<file path="src/include/alc_defines.vh">
`ifndef ALC_DEFINES_VH
`define ALC_DEFINES_VH

// ----------------------------------------
// register offsets
// ----------------------------------------
`define ALC_OFS_CTRL 4'h0
`define ALC_OFS_CFG_A 4'h1
`define ALC_OFS_CFG_B 4'h2
`define ALC_OFS_MANUAL 4'h3
`define ALC_OFS_STATUS 4'h4

// ----------------------------------------
// control fields
// ----------------------------------------
`define ALC_CTRL_PAIR_A 0
`define ALC_CTRL_PAIR_B 1
`define ALC_CTRL_QUAD 2
`define ALC_CTRL_FATT 3
`define ALC_CTRL_WAIT_LO 4
`define ALC_CTRL_PWR_LO 8

// ----------------------------------------
// reset values
// ----------------------------------------
`define ALC_RST_CTRL 12'h000
`define ALC_RST_CFG 16'hE100
`define ALC_RST_MANUAL 32'h91919191

// ----------------------------------------
// timing
// ----------------------------------------
`define ALC_CLK_HZ 100000000
`define ALC_FS_HZ 48000
`define ALC_SAMPLE_DIV (`ALC_CLK_HZ / `ALC_FS_HZ)
`define ALC_LIMIT_STEPS 5'd16
`define ALC_WAIT_128 11'd128
`define ALC_WAIT_256 11'd256
`define ALC_WAIT_512 11'd512
`define ALC_WAIT_1024 11'd1024

// ----------------------------------------
// gain: 8-bit code plus 16 fraction bits
// ----------------------------------------
`define ALC_FRAC 16
`define ALC_ATT_CLIP 24'h01046D
`define ALC_ATT_MID 24'h002E81
`define ALC_ATT_LOW 24'h001165
`define ALC_REC_0 24'h0002E5
`define ALC_REC_1 24'h000172
`define ALC_REC_2 24'h0000B9
`define ALC_FAST_0 24'h00022F
`define ALC_FAST_1 24'h0002DE
`define ALC_FAST_2 24'h00045E
`define ALC_FAST_3 24'h0008AB
`define ALC_FATT_STEP 24'h0000B9
`define ALC_MUTE_MAX 8'h04

// ----------------------------------------
// levels, 25-bit magnitude, full scale 2^23
// ----------------------------------------
`define ALC_LVL_M2P5 25'h05FFC7F
`define ALC_LVL_M4P1 25'h04FD6BB
`define ALC_LVL_M6P0 25'h04026E6
`define ALC_LVL_M8P5 25'h0301B7E
`define ALC_LVL_M12 25'h02026F5
`define ALC_LVL_M1P16 25'h06FFF4C
`define ALC_LVL_CLIP 25'h0880D23

`endif

</file>
<file path="src/rtl/alc_gain_chan.v">
`timescale 1ns/1ps
`include "alc_defines.vh"

module alc_gain_chan #(
	parameter GW = 24
) (
	// clock and control
	input wire i_clk,
	input wire i_rst_n,
	input wire i_clr,
	input wire i_tick,
	input wire i_en,
	// level flags
	input wire i_over,
	input wire i_band,
	input wire i_mid,
	input wire i_clip,
	// settings
	input wire [1:0] i_wait_sel,
	input wire [2:0] i_rstep_sel,
	input wire [1:0] i_fstep_sel,
	input wire i_fatt,
	input wire [7:0] i_ref,
	input wire [7:0] i_start,
	// state
	output wire [GW-1:0] o_gain,
	output wire [3:0] o_state
);

localparam S_IDLE = 4'b0001;
localparam S_LIMIT = 4'b0010;
localparam S_WAIT = 4'b0100;
localparam S_REC = 4'b1000;
localparam [`ALC_FRAC-1:0] FZ = {`ALC_FRAC{1'b0}};

reg [3:0] state_r, state_nxt;
reg [GW-1:0] gain_r, gain_nxt;
reg [4:0] step_cnt_r, step_cnt_nxt;
reg [10:0] wait_cnt_r, wait_cnt_nxt;
reg [4:0] div_cnt_r, div_cnt_nxt;
reg [3:0] fatt_cnt_r, fatt_cnt_nxt;
reg fast_r, fast_nxt;
reg [GW-1:0] ref_off_r, ref_off_nxt;
reg [10:0] wait_lim;
reg [GW-1:0] att_step, rec_step, rec_sum;
reg [4:0] div_mask;
wire [GW-1:0] ref_full = {i_ref, FZ};
wire [GW-1:0] ref_eff = (ref_off_r < ref_full) ? ref_full - ref_off_r : {GW{1'b0}};
wire [GW-1:0] att_gain = (gain_r > att_step) ? gain_r - att_step : {GW{1'b0}};
wire [3:0] fatt_mask = i_fatt ? 4'hF : 4'h3;
wire rec_due = fast_r | ((div_cnt_r & div_mask) == 5'h00);

assign o_gain = gain_r;
assign o_state = state_r;

// ----------------------------------------
// step tables
// ----------------------------------------
always @* begin
	case (i_wait_sel)
	2'b00: wait_lim = `ALC_WAIT_128;
	2'b01: wait_lim = `ALC_WAIT_256;
	2'b10: wait_lim = `ALC_WAIT_512;
	default: wait_lim = `ALC_WAIT_1024;
	endcase
	if (i_clip)
		att_step = `ALC_ATT_CLIP;
	else if (i_mid)
		att_step = `ALC_ATT_MID;
	else
		att_step = `ALC_ATT_LOW;
	case (i_rstep_sel)
	3'd0: div_mask = 5'h00;
	3'd1: div_mask = 5'h00;
	3'd2: div_mask = 5'h00;
	3'd3: div_mask = 5'h01;
	3'd4: div_mask = 5'h03;
	3'd5: div_mask = 5'h07;
	3'd6: div_mask = 5'h0F;
	default: div_mask = 5'h1F;
	endcase
	if (fast_r) begin
		case (i_fstep_sel)
		2'b00: rec_step = `ALC_FAST_0;
		2'b01: rec_step = `ALC_FAST_1;
		2'b10: rec_step = `ALC_FAST_2;
		default: rec_step = `ALC_FAST_3;
		endcase
	end else begin
		case (i_rstep_sel)
		3'd0: rec_step = `ALC_REC_0;
		3'd1: rec_step = `ALC_REC_1;
		default: rec_step = `ALC_REC_2;
		endcase
	end
	rec_sum = gain_r + rec_step;
end

// ----------------------------------------
// level control sequence
// ----------------------------------------
always @* begin
	state_nxt = state_r;
	gain_nxt = gain_r;
	step_cnt_nxt = step_cnt_r;
	wait_cnt_nxt = wait_cnt_r;
	div_cnt_nxt = div_cnt_r;
	fatt_cnt_nxt = fatt_cnt_r;
	fast_nxt = fast_r;
	ref_off_nxt = ref_off_r;
	if (!i_en || i_clr) begin
		state_nxt = S_IDLE;
		gain_nxt = {i_start, FZ};
		step_cnt_nxt = 5'd0;
		wait_cnt_nxt = 11'd0;
		div_cnt_nxt = 5'd0;
		fatt_cnt_nxt = 4'd0;
		fast_nxt = 1'b0;
		ref_off_nxt = {GW{1'b0}};
	end else if (i_tick) begin
		case (state_r)
		S_IDLE: begin
			state_nxt = S_WAIT;
			wait_cnt_nxt = 11'd0;
		end
		S_LIMIT: begin
			gain_nxt = att_gain;
			if (i_clip)
				fast_nxt = 1'b1;
			if (step_cnt_r == `ALC_LIMIT_STEPS - 5'd1) begin
				state_nxt = S_WAIT;
				wait_cnt_nxt = 11'd0;
			end else begin
				step_cnt_nxt = step_cnt_r + 5'd1;
			end
		end
		S_WAIT, S_REC: begin
			if (i_over) begin
				state_nxt = S_LIMIT;
				gain_nxt = att_gain;
				step_cnt_nxt = 5'd1;
				fast_nxt = i_clip;
				ref_off_nxt = {GW{1'b0}};
			end else if (i_band) begin
				state_nxt = S_WAIT;
				wait_cnt_nxt = 11'd0;
			end else if (state_r == S_WAIT) begin
				wait_cnt_nxt = wait_cnt_r + 11'd1;
				if (wait_cnt_r == wait_lim - 11'd1) begin
					state_nxt = S_REC;
					div_cnt_nxt = 5'd0;
					fatt_cnt_nxt = 4'd0;
				end
			end else begin
				div_cnt_nxt = div_cnt_r + 5'd1;
				if (rec_due && gain_r < ref_eff)
					gain_nxt = (rec_sum > ref_eff) ? ref_eff : rec_sum;
				if (fast_r) begin
					fatt_cnt_nxt = fatt_cnt_r + 4'd1;
					if ((fatt_cnt_r & fatt_mask) == fatt_mask)
						ref_off_nxt = ref_off_r + `ALC_FATT_STEP;
					if (gain_r >= ref_eff) begin
						fast_nxt = 1'b0;
						ref_off_nxt = {GW{1'b0}};
					end
				end
			end
		end
		default: state_nxt = S_IDLE;
		endcase
	end
end

always @(posedge i_clk or negedge i_rst_n) begin
	if (!i_rst_n) begin
		state_r <= S_IDLE;
		gain_r <= {GW{1'b0}};
		step_cnt_r <= 5'd0;
		wait_cnt_r <= 11'd0;
		div_cnt_r <= 5'd0;
		fatt_cnt_r <= 4'd0;
		fast_r <= 1'b0;
		ref_off_r <= {GW{1'b0}};
	end else begin
		state_r <= state_nxt;
		gain_r <= gain_nxt;
		step_cnt_r <= step_cnt_nxt;
		wait_cnt_r <= wait_cnt_nxt;
		div_cnt_r <= div_cnt_nxt;
		fatt_cnt_r <= fatt_cnt_nxt;
		fast_r <= fast_nxt;
		ref_off_r <= ref_off_nxt;
	end
end

endmodule // alc_gain_chan

</file>
<file path="src/rtl/alc_top.v">
// Added by the designer: the strobed register port and the placing of the registers.
`timescale 1ns/1ps
`include "alc_defines.vh"

// Function
// - pair-linked: either channel over threshold lowers shared gain each sample
// - quad-linked: any of four channels over threshold lowers one common gain
// - linked channels always carry one identical gain value
// - each limiter event takes exactly sixteen per-sample attenuation steps
// - after an event, new overload starts a new event while enabled
// - quad flag overrides pair enables; pair enable picks linked or manual
// - threshold select picks detection level and timer reset band
// - attenuation step grows with output level in three bands
// - recovery starts only after full wait below the reset band
// - wait select gives 128, 256, 512 or 1024 samples
// - recovery raises gain at programmed step and rate, capped at reference
// - recovery step select sets step size and interval
// - level inside reset band clears the recovery wait timer
// - wait timer runs while level sits below the reset band
// - reference code in 0.375 dB steps, lowest codes mean mute
// - fast recovery after impulse noise with selectable step
// - fast recovery lowers reference every 4 or 16 samples
// - quad mode uses pair A settings only
// - threshold and band on equalised level, clip on raw level
// - linked gain starts from manual volume, pair A left in quad
module alc_top #(
	parameter SAMPLE_DIV = `ALC_SAMPLE_DIV,
	parameter MW = 25,
	parameter GW = 24
) (
	// clock and reset
	input wire i_clk,
	input wire i_rst_n,
	input wire i_sync_clr,
	// register port
	input wire [3:0] i_addr,
	input wire [31:0] i_wdata,
	input wire i_wr,
	input wire i_rd,
	output reg [31:0] o_rdata,
	// channel magnitudes, order A left, A right, B left, B right
	input wire [4*MW-1:0] i_eq_mag,
	input wire [4*MW-1:0] i_raw_mag,
	// gain outputs
	output reg [31:0] o_gain_ch,
	output reg [3:0] o_mute,
	output wire o_sample_tick
);

localparam [7:0] MUTE_MAX = `ALC_MUTE_MAX;
localparam [MW-1:0] LVL_M2P5 = `ALC_LVL_M2P5;
localparam [MW-1:0] LVL_M4P1 = `ALC_LVL_M4P1;
localparam [MW-1:0] LVL_M6P0 = `ALC_LVL_M6P0;
localparam [MW-1:0] LVL_M8P5 = `ALC_LVL_M8P5;
localparam [MW-1:0] LVL_M12 = `ALC_LVL_M12;
localparam [MW-1:0] LVL_MID = `ALC_LVL_M1P16;
localparam [MW-1:0] LVL_CLIP = `ALC_LVL_CLIP;
localparam [31:0] DIV_FULL = SAMPLE_DIV - 1;
localparam [11:0] DIV_LAST = DIV_FULL[11:0];

// ----------------------------------------
// sample tick divider
// ----------------------------------------
reg [11:0] div_r;
reg tick_r;

always @(posedge i_clk or negedge i_rst_n) begin
	if (!i_rst_n) begin
		div_r <= 12'h000;
		tick_r <= 1'b0;
	end else if (div_r == DIV_LAST) begin
		div_r <= 12'h000;
		tick_r <= 1'b1;
	end else begin
		div_r <= div_r + 12'h001;
		tick_r <= 1'b0;
	end
end

assign o_sample_tick = tick_r;

// ----------------------------------------
// registers
// ----------------------------------------
reg [11:0] ctrl_r;
reg [15:0] cfg_a_r;
reg [15:0] cfg_b_r;
reg [31:0] manual_r;
wire [3:0] state_a, state_b;
wire [GW-1:0] gain_a, gain_b;

always @(posedge i_clk or negedge i_rst_n) begin
	if (!i_rst_n) begin
		ctrl_r <= `ALC_RST_CTRL;
		cfg_a_r <= `ALC_RST_CFG;
		cfg_b_r <= `ALC_RST_CFG;
		manual_r <= `ALC_RST_MANUAL;
	end else if (i_wr) begin
		case (i_addr)
		`ALC_OFS_CTRL: ctrl_r <= i_wdata[11:0];
		`ALC_OFS_CFG_A: cfg_a_r <= i_wdata[15:0];
		`ALC_OFS_CFG_B: cfg_b_r <= i_wdata[15:0];
		`ALC_OFS_MANUAL: manual_r <= i_wdata;
		default: ;
		endcase
	end
end

always @(posedge i_clk or negedge i_rst_n) begin
	if (!i_rst_n) begin
		o_rdata <= 32'h00000000;
	end else if (i_rd) begin
		case (i_addr)
		`ALC_OFS_CTRL: o_rdata <= {20'h00000, ctrl_r};
		`ALC_OFS_CFG_A: o_rdata <= {16'h0000, cfg_a_r};
		`ALC_OFS_CFG_B: o_rdata <= {16'h0000, cfg_b_r};
		`ALC_OFS_MANUAL: o_rdata <= manual_r;
		`ALC_OFS_STATUS: o_rdata <= {8'h00, state_b, state_a,
			gain_b[GW-1:`ALC_FRAC], gain_a[GW-1:`ALC_FRAC]};
		default: o_rdata <= 32'h00000000;
		endcase
	end else begin
		o_rdata <= 32'h00000000;
	end
end

// ----------------------------------------
// mode selection
// ----------------------------------------
wire quad = ctrl_r[`ALC_CTRL_QUAD];
wire en_a = quad | ctrl_r[`ALC_CTRL_PAIR_A];
wire en_b = ~quad & ctrl_r[`ALC_CTRL_PAIR_B];
wire fatt = ctrl_r[`ALC_CTRL_FATT];
wire [1:0] wait_sel = ctrl_r[`ALC_CTRL_WAIT_LO+1:`ALC_CTRL_WAIT_LO];
// pair B threshold follows pair A in quad mode
wire [1:0] thr_b = quad ? cfg_a_r[1:0] : cfg_b_r[1:0];

// ----------------------------------------
// level detection
// ----------------------------------------
wire [3:0] over, band, mid, clip;

genvar gi;
generate
	for (gi = 0; gi < 4; gi = gi + 1) begin : g_det
		wire [MW-1:0] eq = i_eq_mag[gi*MW +: MW];
		wire [MW-1:0] raw = i_raw_mag[gi*MW +: MW];
		wire [1:0] sel = (gi < 2) ? cfg_a_r[1:0] : thr_b;
		reg [MW-1:0] thr, floor;
		always @* begin
			case (sel)
			2'b00: begin
				thr = LVL_M2P5;
				floor = LVL_M4P1;
			end
			2'b01: begin
				thr = LVL_M4P1;
				floor = LVL_M6P0;
			end
			2'b10: begin
				thr = LVL_M6P0;
				floor = LVL_M8P5;
			end
			default: begin
				thr = LVL_M8P5;
				floor = LVL_M12;
			end
			endcase
		end
		assign over[gi] = (eq >= thr) | (raw >= LVL_CLIP);
		assign band[gi] = (eq >= floor) & (eq < thr);
		assign mid[gi] = eq >= LVL_MID;
		assign clip[gi] = raw >= LVL_CLIP;
	end
endgenerate

// pair A engine sees all four channels in quad mode
wire over_a = quad ? |over : |over[1:0];
wire over_b = |over[3:2];
wire band_a = ~over_a & (quad ? |band : |band[1:0]);
wire band_b = ~over_b & |band[3:2];
wire mid_a = quad ? |mid : |mid[1:0];
wire clip_a = quad ? |clip : |clip[1:0];

// ----------------------------------------
// per-pair gain engines
// ----------------------------------------
alc_gain_chan #(
	.GW(GW)
) u_pair_a (
	.i_clk(i_clk),
	.i_rst_n(i_rst_n),
	.i_clr(i_sync_clr),
	.i_tick(tick_r),
	.i_en(en_a),
	.i_over(over_a),
	.i_band(band_a),
	.i_mid(mid_a),
	.i_clip(clip_a),
	.i_wait_sel(wait_sel),
	.i_rstep_sel(cfg_a_r[4:2]),
	.i_fstep_sel(cfg_a_r[6:5]),
	.i_fatt(fatt),
	.i_ref(cfg_a_r[15:8]),
	.i_start(manual_r[7:0]),
	.o_gain(gain_a),
	.o_state(state_a)
);

alc_gain_chan #(
	.GW(GW)
) u_pair_b (
	.i_clk(i_clk),
	.i_rst_n(i_rst_n),
	.i_clr(i_sync_clr),
	.i_tick(tick_r),
	.i_en(en_b),
	.i_over(over_b),
	.i_band(band_b),
	.i_mid(|mid[3:2]),
	.i_clip(|clip[3:2]),
	.i_wait_sel(wait_sel),
	.i_rstep_sel(cfg_b_r[4:2]),
	.i_fstep_sel(cfg_b_r[6:5]),
	.i_fatt(fatt),
	.i_ref(cfg_b_r[15:8]),
	.i_start(manual_r[23:16]),
	.o_gain(gain_b),
	.o_state(state_b)
);

// ----------------------------------------
// gain outputs
// ----------------------------------------
wire [7:0] code_a = gain_a[GW-1:`ALC_FRAC];
wire [7:0] code_b = gain_b[GW-1:`ALC_FRAC];
reg [31:0] gain_nxt;
reg [3:0] mute_nxt;
integer k;

always @* begin
	gain_nxt = manual_r;
	mute_nxt = 4'h0;
	if (en_a)
		gain_nxt[15:0] = {code_a, code_a};
	if (quad)
		gain_nxt[31:16] = {code_a, code_a};
	else if (en_b)
		gain_nxt[31:16] = {code_b, code_b};
	for (k = 0; k < 4; k = k + 1)
		mute_nxt[k] = gain_nxt[k*8 +: 8] <= MUTE_MAX;
end

always @(posedge i_clk or negedge i_rst_n) begin
	if (!i_rst_n) begin
		o_gain_ch <= 32'h00000000;
		o_mute <= 4'hF;
	end else begin
		o_gain_ch <= gain_nxt;
		o_mute <= mute_nxt;
	end
end

endmodule // alc_top

</file>
<file path="config.mk">
export PLATFORM = sky130hd
export DESIGN_NAME = alc_top
export DESIGN_NICKNAME = d
export VERILOG_FILES = /design/src/rtl/alc_gain_chan.v /design/src/rtl/alc_top.v
export VERILOG_INCLUDE_DIRS = /design/src /design/src/include
export SDC_FILE = /design/constraint.sdc
export NUM_CORES = 1
export LEC_CHECK = 0
export BUFFER_PORTS_ARGS = -buffer_cell sky130_fd_sc_hd__clkbuf_2
export CORE_ASPECT_RATIO = 0.7
export CORE_MARGIN = 2
export CORE_UTILIZATION = 60
export CTS_BUF_LIST = sky130_fd_sc_hd__clkbuf_8
export CTS_CLUSTER_DIAMETER = 200
export DETAILED_ROUTE_END_ITERATION = 8
export GPL_TIMING_DRIVEN = 0
export MAX_ROUTING_LAYER = met4
export PLACE_DENSITY = 0.82
export SYNTH_ARGS = -nofsm -noshare
export SYNTH_HDL_FRONTEND = slang
export SYNTH_SLANG_ARGS = --single-unit
</file>
<file path="constraint.sdc">
create_clock -name i_clk -period 13.3 [get_ports i_clk]
set_input_delay 1.995 -clock i_clk [delete_from_list [all_inputs] [get_ports i_clk]]
set_output_delay 1.995 -clock i_clk [all_outputs]
set_load 0.05 [all_outputs]
</file>
==> results of run 1 <==
==> registers in the layout, summed over array words and instances (netlist names), 5 cells and up <==
name and flops:
manual_r 32, o_gain_ch 32, o_rdata 32, u_pair_a.o_gain 24, u_pair_a.ref_off_r 24, u_pair_b.o_gain 24
u_pair_b.ref_off_r 24, cfg_a_r 16, cfg_b_r 16, ctrl_r 12, div_r 12, u_pair_a.wait_cnt_r 11
u_pair_b.wait_cnt_r 11, u_pair_a.div_cnt_r 5, u_pair_a.step_cnt_r 5, u_pair_b.div_cnt_r 5, u_pair_b.step_cnt_r 5
==> routing by layer <==
metal | up-vias | part of all wire, %
li1 | 12535 | -
met1 | 13342 | 41
met2 | 2044 | 41
met3 | 296 | 14
met4 | 0 | 3.8
met5 | - | 0
==> logic make-up after synthesis <==
kind of cell / count (synthesis) / share of synthesized area (%)
adder cells (fa/ha/maj): 367 / 17.1
AND/OR/NAND/NOR: 1124 / 20.9
XOR/XNOR: 137 / 4.45
multiplexers: 94 / 3.86
AO/OA/AOI/OAI: 873 / 21.3
buffers and inverters: 232 / 3.30
flip-flops: 313 / 29.1
==> per-stage QoR <==
| step | std cells | worst slack, ns | cell area [um^2] | hold WS [ns] |
|---|---|---|---|---|
| 2_1_floorplan | 3140 | 6.79 | 27000 | 0.446 |
| 3_3_place_gp | 4043 | 3.70 | 29300 | 0.460 |
| 3_5_place_dp | 4047 | 4.55 | 29400 | 0.467 |
| 4_1_cts | 4143 | 4.71 | 30600 | 0.480 |
| 5_1_grt | 4148 | 4.22 | 30600 | 0.508 |
| 6_report | 4148 | 4.28 | 30600 | 0.480 |
==> final cells by class <==
cell class,count,area share (%)
diodes,4,0.0327
plain buffers,119,1.52
clock buffers,64,2.88
clock inverters,32,0.998
inverters,113,1.39
multi-input cells,2595,59.6
flip-flops and latches,313,25.7
well taps,594,2.43
repair buffers,314,5.39
==> placed cells by master (no fill, tap or decap), types with 42 or more instances in the layout <==
master	n
a21o_1	67
a21oi_1	209
and3_1	57
clkbuf_1	105
clkbuf_2	309
clkbuf_8	65
dfrtp_1	287
ha_1	365
inv_1	130
mux2_2	81
nand2_1	302
nand2b_1	68
nand3_1	99
nand4_1	85
nor2_1	227
nor3_1	85
nor4_1	42
o21ai_0	198
o31ai_1	46
xnor2_1	96
==> path summary, 6_finish.rpt <==
check | cells after the start | from | to
setup / recovery | 19 | ctrl_r[2]$_DFFE_PN0P_ | u_pair_b.o_gain[9]$_DFFE_PN0P_
hold / removal | 2 | u_pair_a.step_cnt_r[4]$_DFFE_PN0P_ | u_pair_a.step_cnt_r[4]$_DFFE_PN0P_
setup reg to reg | 19 | ctrl_r[2]$_DFFE_PN0P_ | u_pair_b.o_gain[9]$_DFFE_PN0P_
hold reg to reg | 2 | u_pair_a.step_cnt_r[4]$_DFFE_PN0P_ | u_pair_a.step_cnt_r[4]$_DFFE_PN0P_
max in group asynchronous | 3 | i_rst_n | manual_r[8]$_DFFE_PN1P_
min in group asynchronous | 1 | i_rst_n | o_rdata[26]$_DFF_PN0_
==> critical path, cell delays in order (launching register included) <==
cell       delay (ns)
dfrtp_1          0.57
clkbuf_1         0.64
clkbuf_1         0.59
mux2i_1          1.11
inv_1            0.67
ha_1             0.54
inv_1            0.24
ha_1             0.28
nand2_1          0.11
nor3_1           0.07
and3_1           0.16
a2111oi_0        0.53
nand3_1          0.33
o22ai_1          0.49
clkbuf_1         0.62
o31ai_1          0.23
a21oi_1          0.78
nor2_1           0.32
clkbuf_1         0.34
a22o_1           0.26
==> power groups by stage <==
stage	combinational, mW	clock [mW]	sequential, mW
6_report	2.82	0.996	1.33
5_1_grt	3.06	1.04	1.34
4_1_cts	2.73	0.988	1.32
3_5_place_dp	2.71	0	1.33
3_3_place_gp	2.62	0	1.33
2_1_floorplan	1.73	0	1.42
==> results_dict.tcl, run 1 <==
set metrics [dict create \
    status "complete, no violations" \
    worstPathMaxFanout 16 \
    regToRegSetupSlack_ns 4.28 \
    synthFlopType "dfrtp_1" \
    initial_core_util_pct 61.3 \
    grt_pass1_wl_mm 154 \
    regArea_um2 7870 \
    first_global_vias 26824 \
    tightest_slew_ns 1.30 \
    worstPathArrival_ns 9.55 \
    postCtsSetupRepairBufs 0 \
    slew_viol_final 0 \
    syn_area_per_cell_um2 8.60 \
    clk_pin_slew_ns 0.06 \
    ioPinCount 310 \
    setup_tns_ns 0 \
    die_w_um 258 \
    yosysTopAreaCellShare_pct 26.6 \
    cp-start-kind "register" \
    end_kind "register" \
    root_buffer "clkbuf_8" \
    drive_gt1_share_pct 15.4 \
    htree_levels 2 \
    combPwrFrac_pct 54.8 \
    drt-vias-per-instance 6.80 \
    p_int_mw 2.67 \
    cts_tree "done" \
    yosys-top-cells-count "ha_1 (365), nand2_1 (302), dfrtp_1 (287)" \
    drc 0 \
    yosys.area.top_type "dfrtp_1" \
    syn-instance-count 3140 \
    first_iter_violations 3939 \
    p_switching_mw 2.48 \
    cts_buffer_depth 3 \
    required_ns 13.83 \
    fmax_mhz 111 \
    place_congestion 1.06 \
    cap_viol_max_count 0 \
    synthDistinctLibCells 88 \
    min_period_ns 9.02 \
    drt_first_pass_iters 7 \
    via_count 28217 \
    final-setup-viol-count 0 \
    gr-usage-met3_pct 12.2 \
    hold_violations 0 \
    drt-total-wl_mm 101 \
    antenna_found_initial 4 \
    ys_seq_elements 313 \
    insertion_delay_ns 0.67 \
    ant_nets 0 \
    final_util_pct 69.4 \
    multi_input_area_um2 18200 \
    yosys_warnings 0 \
    worstSetupPathType "reg2reg" \
    clock_sinks 313 \
    rsz0062_at_grt "no" \
    grt_max_degree 117 \
    synth_nets 3748 \
    use_met2_pct 61.4 \
    gr-total-overflow 0 \
    fp.coreArea_um2 44000 \
    yosys-top-cells-area "dfrtp_1 (27%), ha_1 (17%), nand2_1 (4.2%), a21oi_1 (3.9%), o21ai_0 (3.7%)" \
    syn_area_um2 27000 \
    relSlewSlack_pct 11.2 \
    synth_most_common_cell "ha_1" \
    power_mw 5.15 \
    period_share_pct 67.8 \
    pwr-share-seq_pct 25.9 \
    dieHeight_um 181 \
    fin_nets 4115 \
    dp_hpwl_mm 80.5 \
    postCtsResizedCells 0 \
    grt_use_met1_pct 59.6 \
    synthArstFlopShare_pct 100 \
    fill_cells 3508 \
    grt_busiest_layer "met2" \
    grt_use_total_pct 43.4 \
    ir_drop_mv 0.0972 \
    num_rows 64 \
    power_density_nw_per_um2 168 \
    hold_buffers 0 \
    swShare_pct 48.2 \
    dieArea_um2 46700 \
    wire_per_inst_um 24.2 \
    clkPwrFrac_pct 19.3 \
    port_buffers 309 \
    leakagePower_nw 14.3 \
    cts_buffers 51 \
    clock_skew_ns 0.0395 \
    synthToLayoutAreaGrowth_pct 13.3 \
    yosysSeqAreaShare_pct 29.1 \
    synth-edff-count 0 \
    hp-class "reg2reg" \
]
(Power assumes the default switching activity.)
==> inputs of run 2 (changes only) <==
- CORE_UTILIZATION: 60 -> 56
- PLACE_DENSITY: 0.82 -> 0.8
- clock period: 13.3 -> 7.58 ns (I/O delays scaled with it)
==> results_dict.tcl, run 2 (same netlist as run 1, synthesis figures left out) <==
set metrics [dict create \
    largestRegisters "manual_r: 32 flops, o_gain_ch: 32 flops, o_rdata: 32 flops" \
    worstSetupPathType "reg2reg" \
    die_w_um 266 \
    clock_skew_ns 0.0540 \
    drive_gt1_share_pct 15.6 \
    root_buffer "clkbuf_8" \
    worstPathArrival_ns 7.86 \
    hp-class "in2async" \
    wire_per_inst_um 22.5 \
    insertion_delay_ns 0.68 \
    num_rows 67 \
    cts_buffers 52 \
    synthToLayoutAreaGrowth_pct 13.6 \
    final-setup-viol-count 0 \
    dp_slack_ns -0.759 \
    end_kind "register" \
    drc 0 \
    drt-total-wl_mm 93.8 \
    regArea_um2 7870 \
    ioPinCount 310 \
    hold_buffers 0 \
    grt_max_degree 94 \
    setup_tns_ns 0 \
    min_period_ns 7.32 \
    cp_top_family "compound AO/OA/AOI/OAI gates" \
    critPathSlowestCell "o31ai_1" \
    layout_common_cells "ha_1 (365), clkbuf_2 (310), nand2_1 (302)" \
    ant_nets 0 \
    dieArea_um2 50000 \
    max_stage_delay_ns 0.69 \
    slew_viol_final 0 \
    setup_slack_ns 0.260 \
    grt_pass1_wl_mm 143 \
    clk_pin_slew_ns 0.07 \
    crit_path_end "u_pair_b.o_gain[15]$_DFFE_PN0P_" \
    antenna_found_initial 5 \
    regToRegSetupSlack_ns 0.26 \
    status "complete, no violations" \
    drt_first_pass_iters 7 \
    port_buffers 309 \
    first_global_vias 24843 \
    tightest_slew_ns 1.31 \
    htree_levels 2 \
    cts_tree "done" \
    cts_buffer_depth 3 \
    relSlewSlack_pct 11.3 \
    place_congestion 1.04 \
    fmax_mhz 137 \
    hold_violations 0 \
    fp.coreArea_um2 47700 \
    power_density_nw_per_um2 294 \
    cap_viol_max_count 0 \
    fill_cells 4050 \
    multi_input_area_um2 18300 \
    hold_ws_ns 0.447 \
    required_ns 8.12 \
    worst-path-buf-inv 4 \
    reg2regPathDepth 24 \
    rr_startpoint "u_pair_b.fast_r$_DFFE_PN0P_" \
    final_util_pct 64.3 \
    clock_sinks 313 \
    fin_nets 4114 \
    first_iter_violations 3452 \
    r2r-end "u_pair_b.o_gain[15]$_DFFE_PN0P_" \
    path_cells "inv_1, and3_1, a21oi_1, ha_1, inv_1, fa_1, nand2b_1, a21o_1, a21boi_0, a21o_1, a21oi_1, xnor2_1, ha_1, nand3_1, nor2_1, a2111oi_0, o21ai_0, o211a_1, o31ai_1, clkbuf_1, clkbuf_1, o21ai_0, a32oi_1, o31ai_1" \
    final_cells 4173 \
    initial_core_util_pct 56.6 \
    final_common_cell "ha_1" \
    cp.depth 24 \
    period_share_pct 96.6 \
    placed_cells 4073 \
    via_count 27060 \
    worstPathMaxFanout 10 \
    dp_hpwl_mm 74.8 \
    dieHeight_um 188 \
    cp-start-kind "register" \
    grt_use_total_pct 37.8 \
    rsz0062_at_grt "no" \
    ir_drop_mv 0.177 \
    cp-startpoint "u_pair_b.fast_r$_DFFE_PN0P_" \
    gr-total-overflow 0 \
    leakagePower_nw 14.3 \
    drt-vias-per-instance 6.48 \
]
[run 2: changes by cell type in the layout (fill, tap and decap cells not counted), sizes merged]
cell	delta
clkbuf	+2
diode	+1
clkinvlp	+2
inv	-6
buf	-1
[run 2: routing by layer]
metal | global-route usage, % | part of all wire [%]
met5 | - | 0
met4 | 11.2 | 2.8
met3 | 13.4 | 14
met2 | 50.2 | 39
met1 | 53.2 | 44
[run 2: cell type report]
cell class | count | area share (%)
Multi-Input combinational cell | 2595 | 59.6
Sequential cell | 313 | 25.6
Timing Repair Buffer | 312 | 5.34
Clock buffer | 67 | 3.01
Tap cell | 621 | 2.53
Buffer | 119 | 1.53
Inverter | 113 | 1.38
Clock inverter | 28 | 0.942
Antenna cell | 5 | 0.0408
[run 2: per-stage QoR]
step | instance area [um^2] | power (mW)
2_1_floorplan | 27000 | 5.53
3_3_place_gp | 29300 | 6.99
3_5_place_dp | 29400 | 7.05
4_1_cts | 30600 | 8.83
5_1_grt | 30700 | 9.56
6_report | 30700 | 9.03
[run 2: repair_timing]
item / CTS / global route
buffers inserted: 0 / 0
endpoints found under the setup margin: 99 / 103
gates resized for setup: 5 / 5
[run 2: power breakdown]
| group | switching [mW] | leakage [nW] | total [mW] | internal (mW) |
|---|---|---|---|---|
| clock network | 0.763 | 0.660 | 1.76 | 1.00 |
| logic | 3.18 | 9.57 | 4.92 | 1.74 |
| registers | 0.377 | 4.07 | 2.34 | 1.96 |
[run 2: worst register-to-register path, delay by kind of cell, from the launching register on]
| kind | cells | cell delay [ns] |
|---|---|---|
| adder cells (fa/ha/maj) | 3 | 0.98 |
| AO/OA/AOI/OAI | 12 | 3.48 |
| flip-flops | 1 | 0.51 |
| AND/OR/NAND/NOR | 4 | 0.63 |
| buffers and inverters | 4 | 1.36 |
| XOR/XNOR | 1 | 0.24 |
[run 2: worst min-delay path by stage]
stage                                                  start                                 end  slack (ns)  cells past startpoint
final                                                i_rst_n               o_rdata[31]$_DFF_PN0_        0.45                      1
after detailed placement  u_pair_a.fatt_cnt_r[3]$_DFFE_PN0P_  u_pair_a.fatt_cnt_r[3]$_DFFE_PN0P_        0.48                      1
after global placement    u_pair_a.step_cnt_r[4]$_DFFE_PN0P_  u_pair_a.step_cnt_r[4]$_DFFE_PN0P_        0.46                      2
after global routing                                 i_rst_n               o_rdata[24]$_DFF_PN0_        0.50                      1
after floorplan            u_pair_a.div_cnt_r[4]$_DFFE_PN0P_   u_pair_a.div_cnt_r[4]$_DFFE_PN0P_        0.45                      1
after CTS                                            i_rst_n             o_gain_ch[25]$_DFF_PN0_        0.45                      1
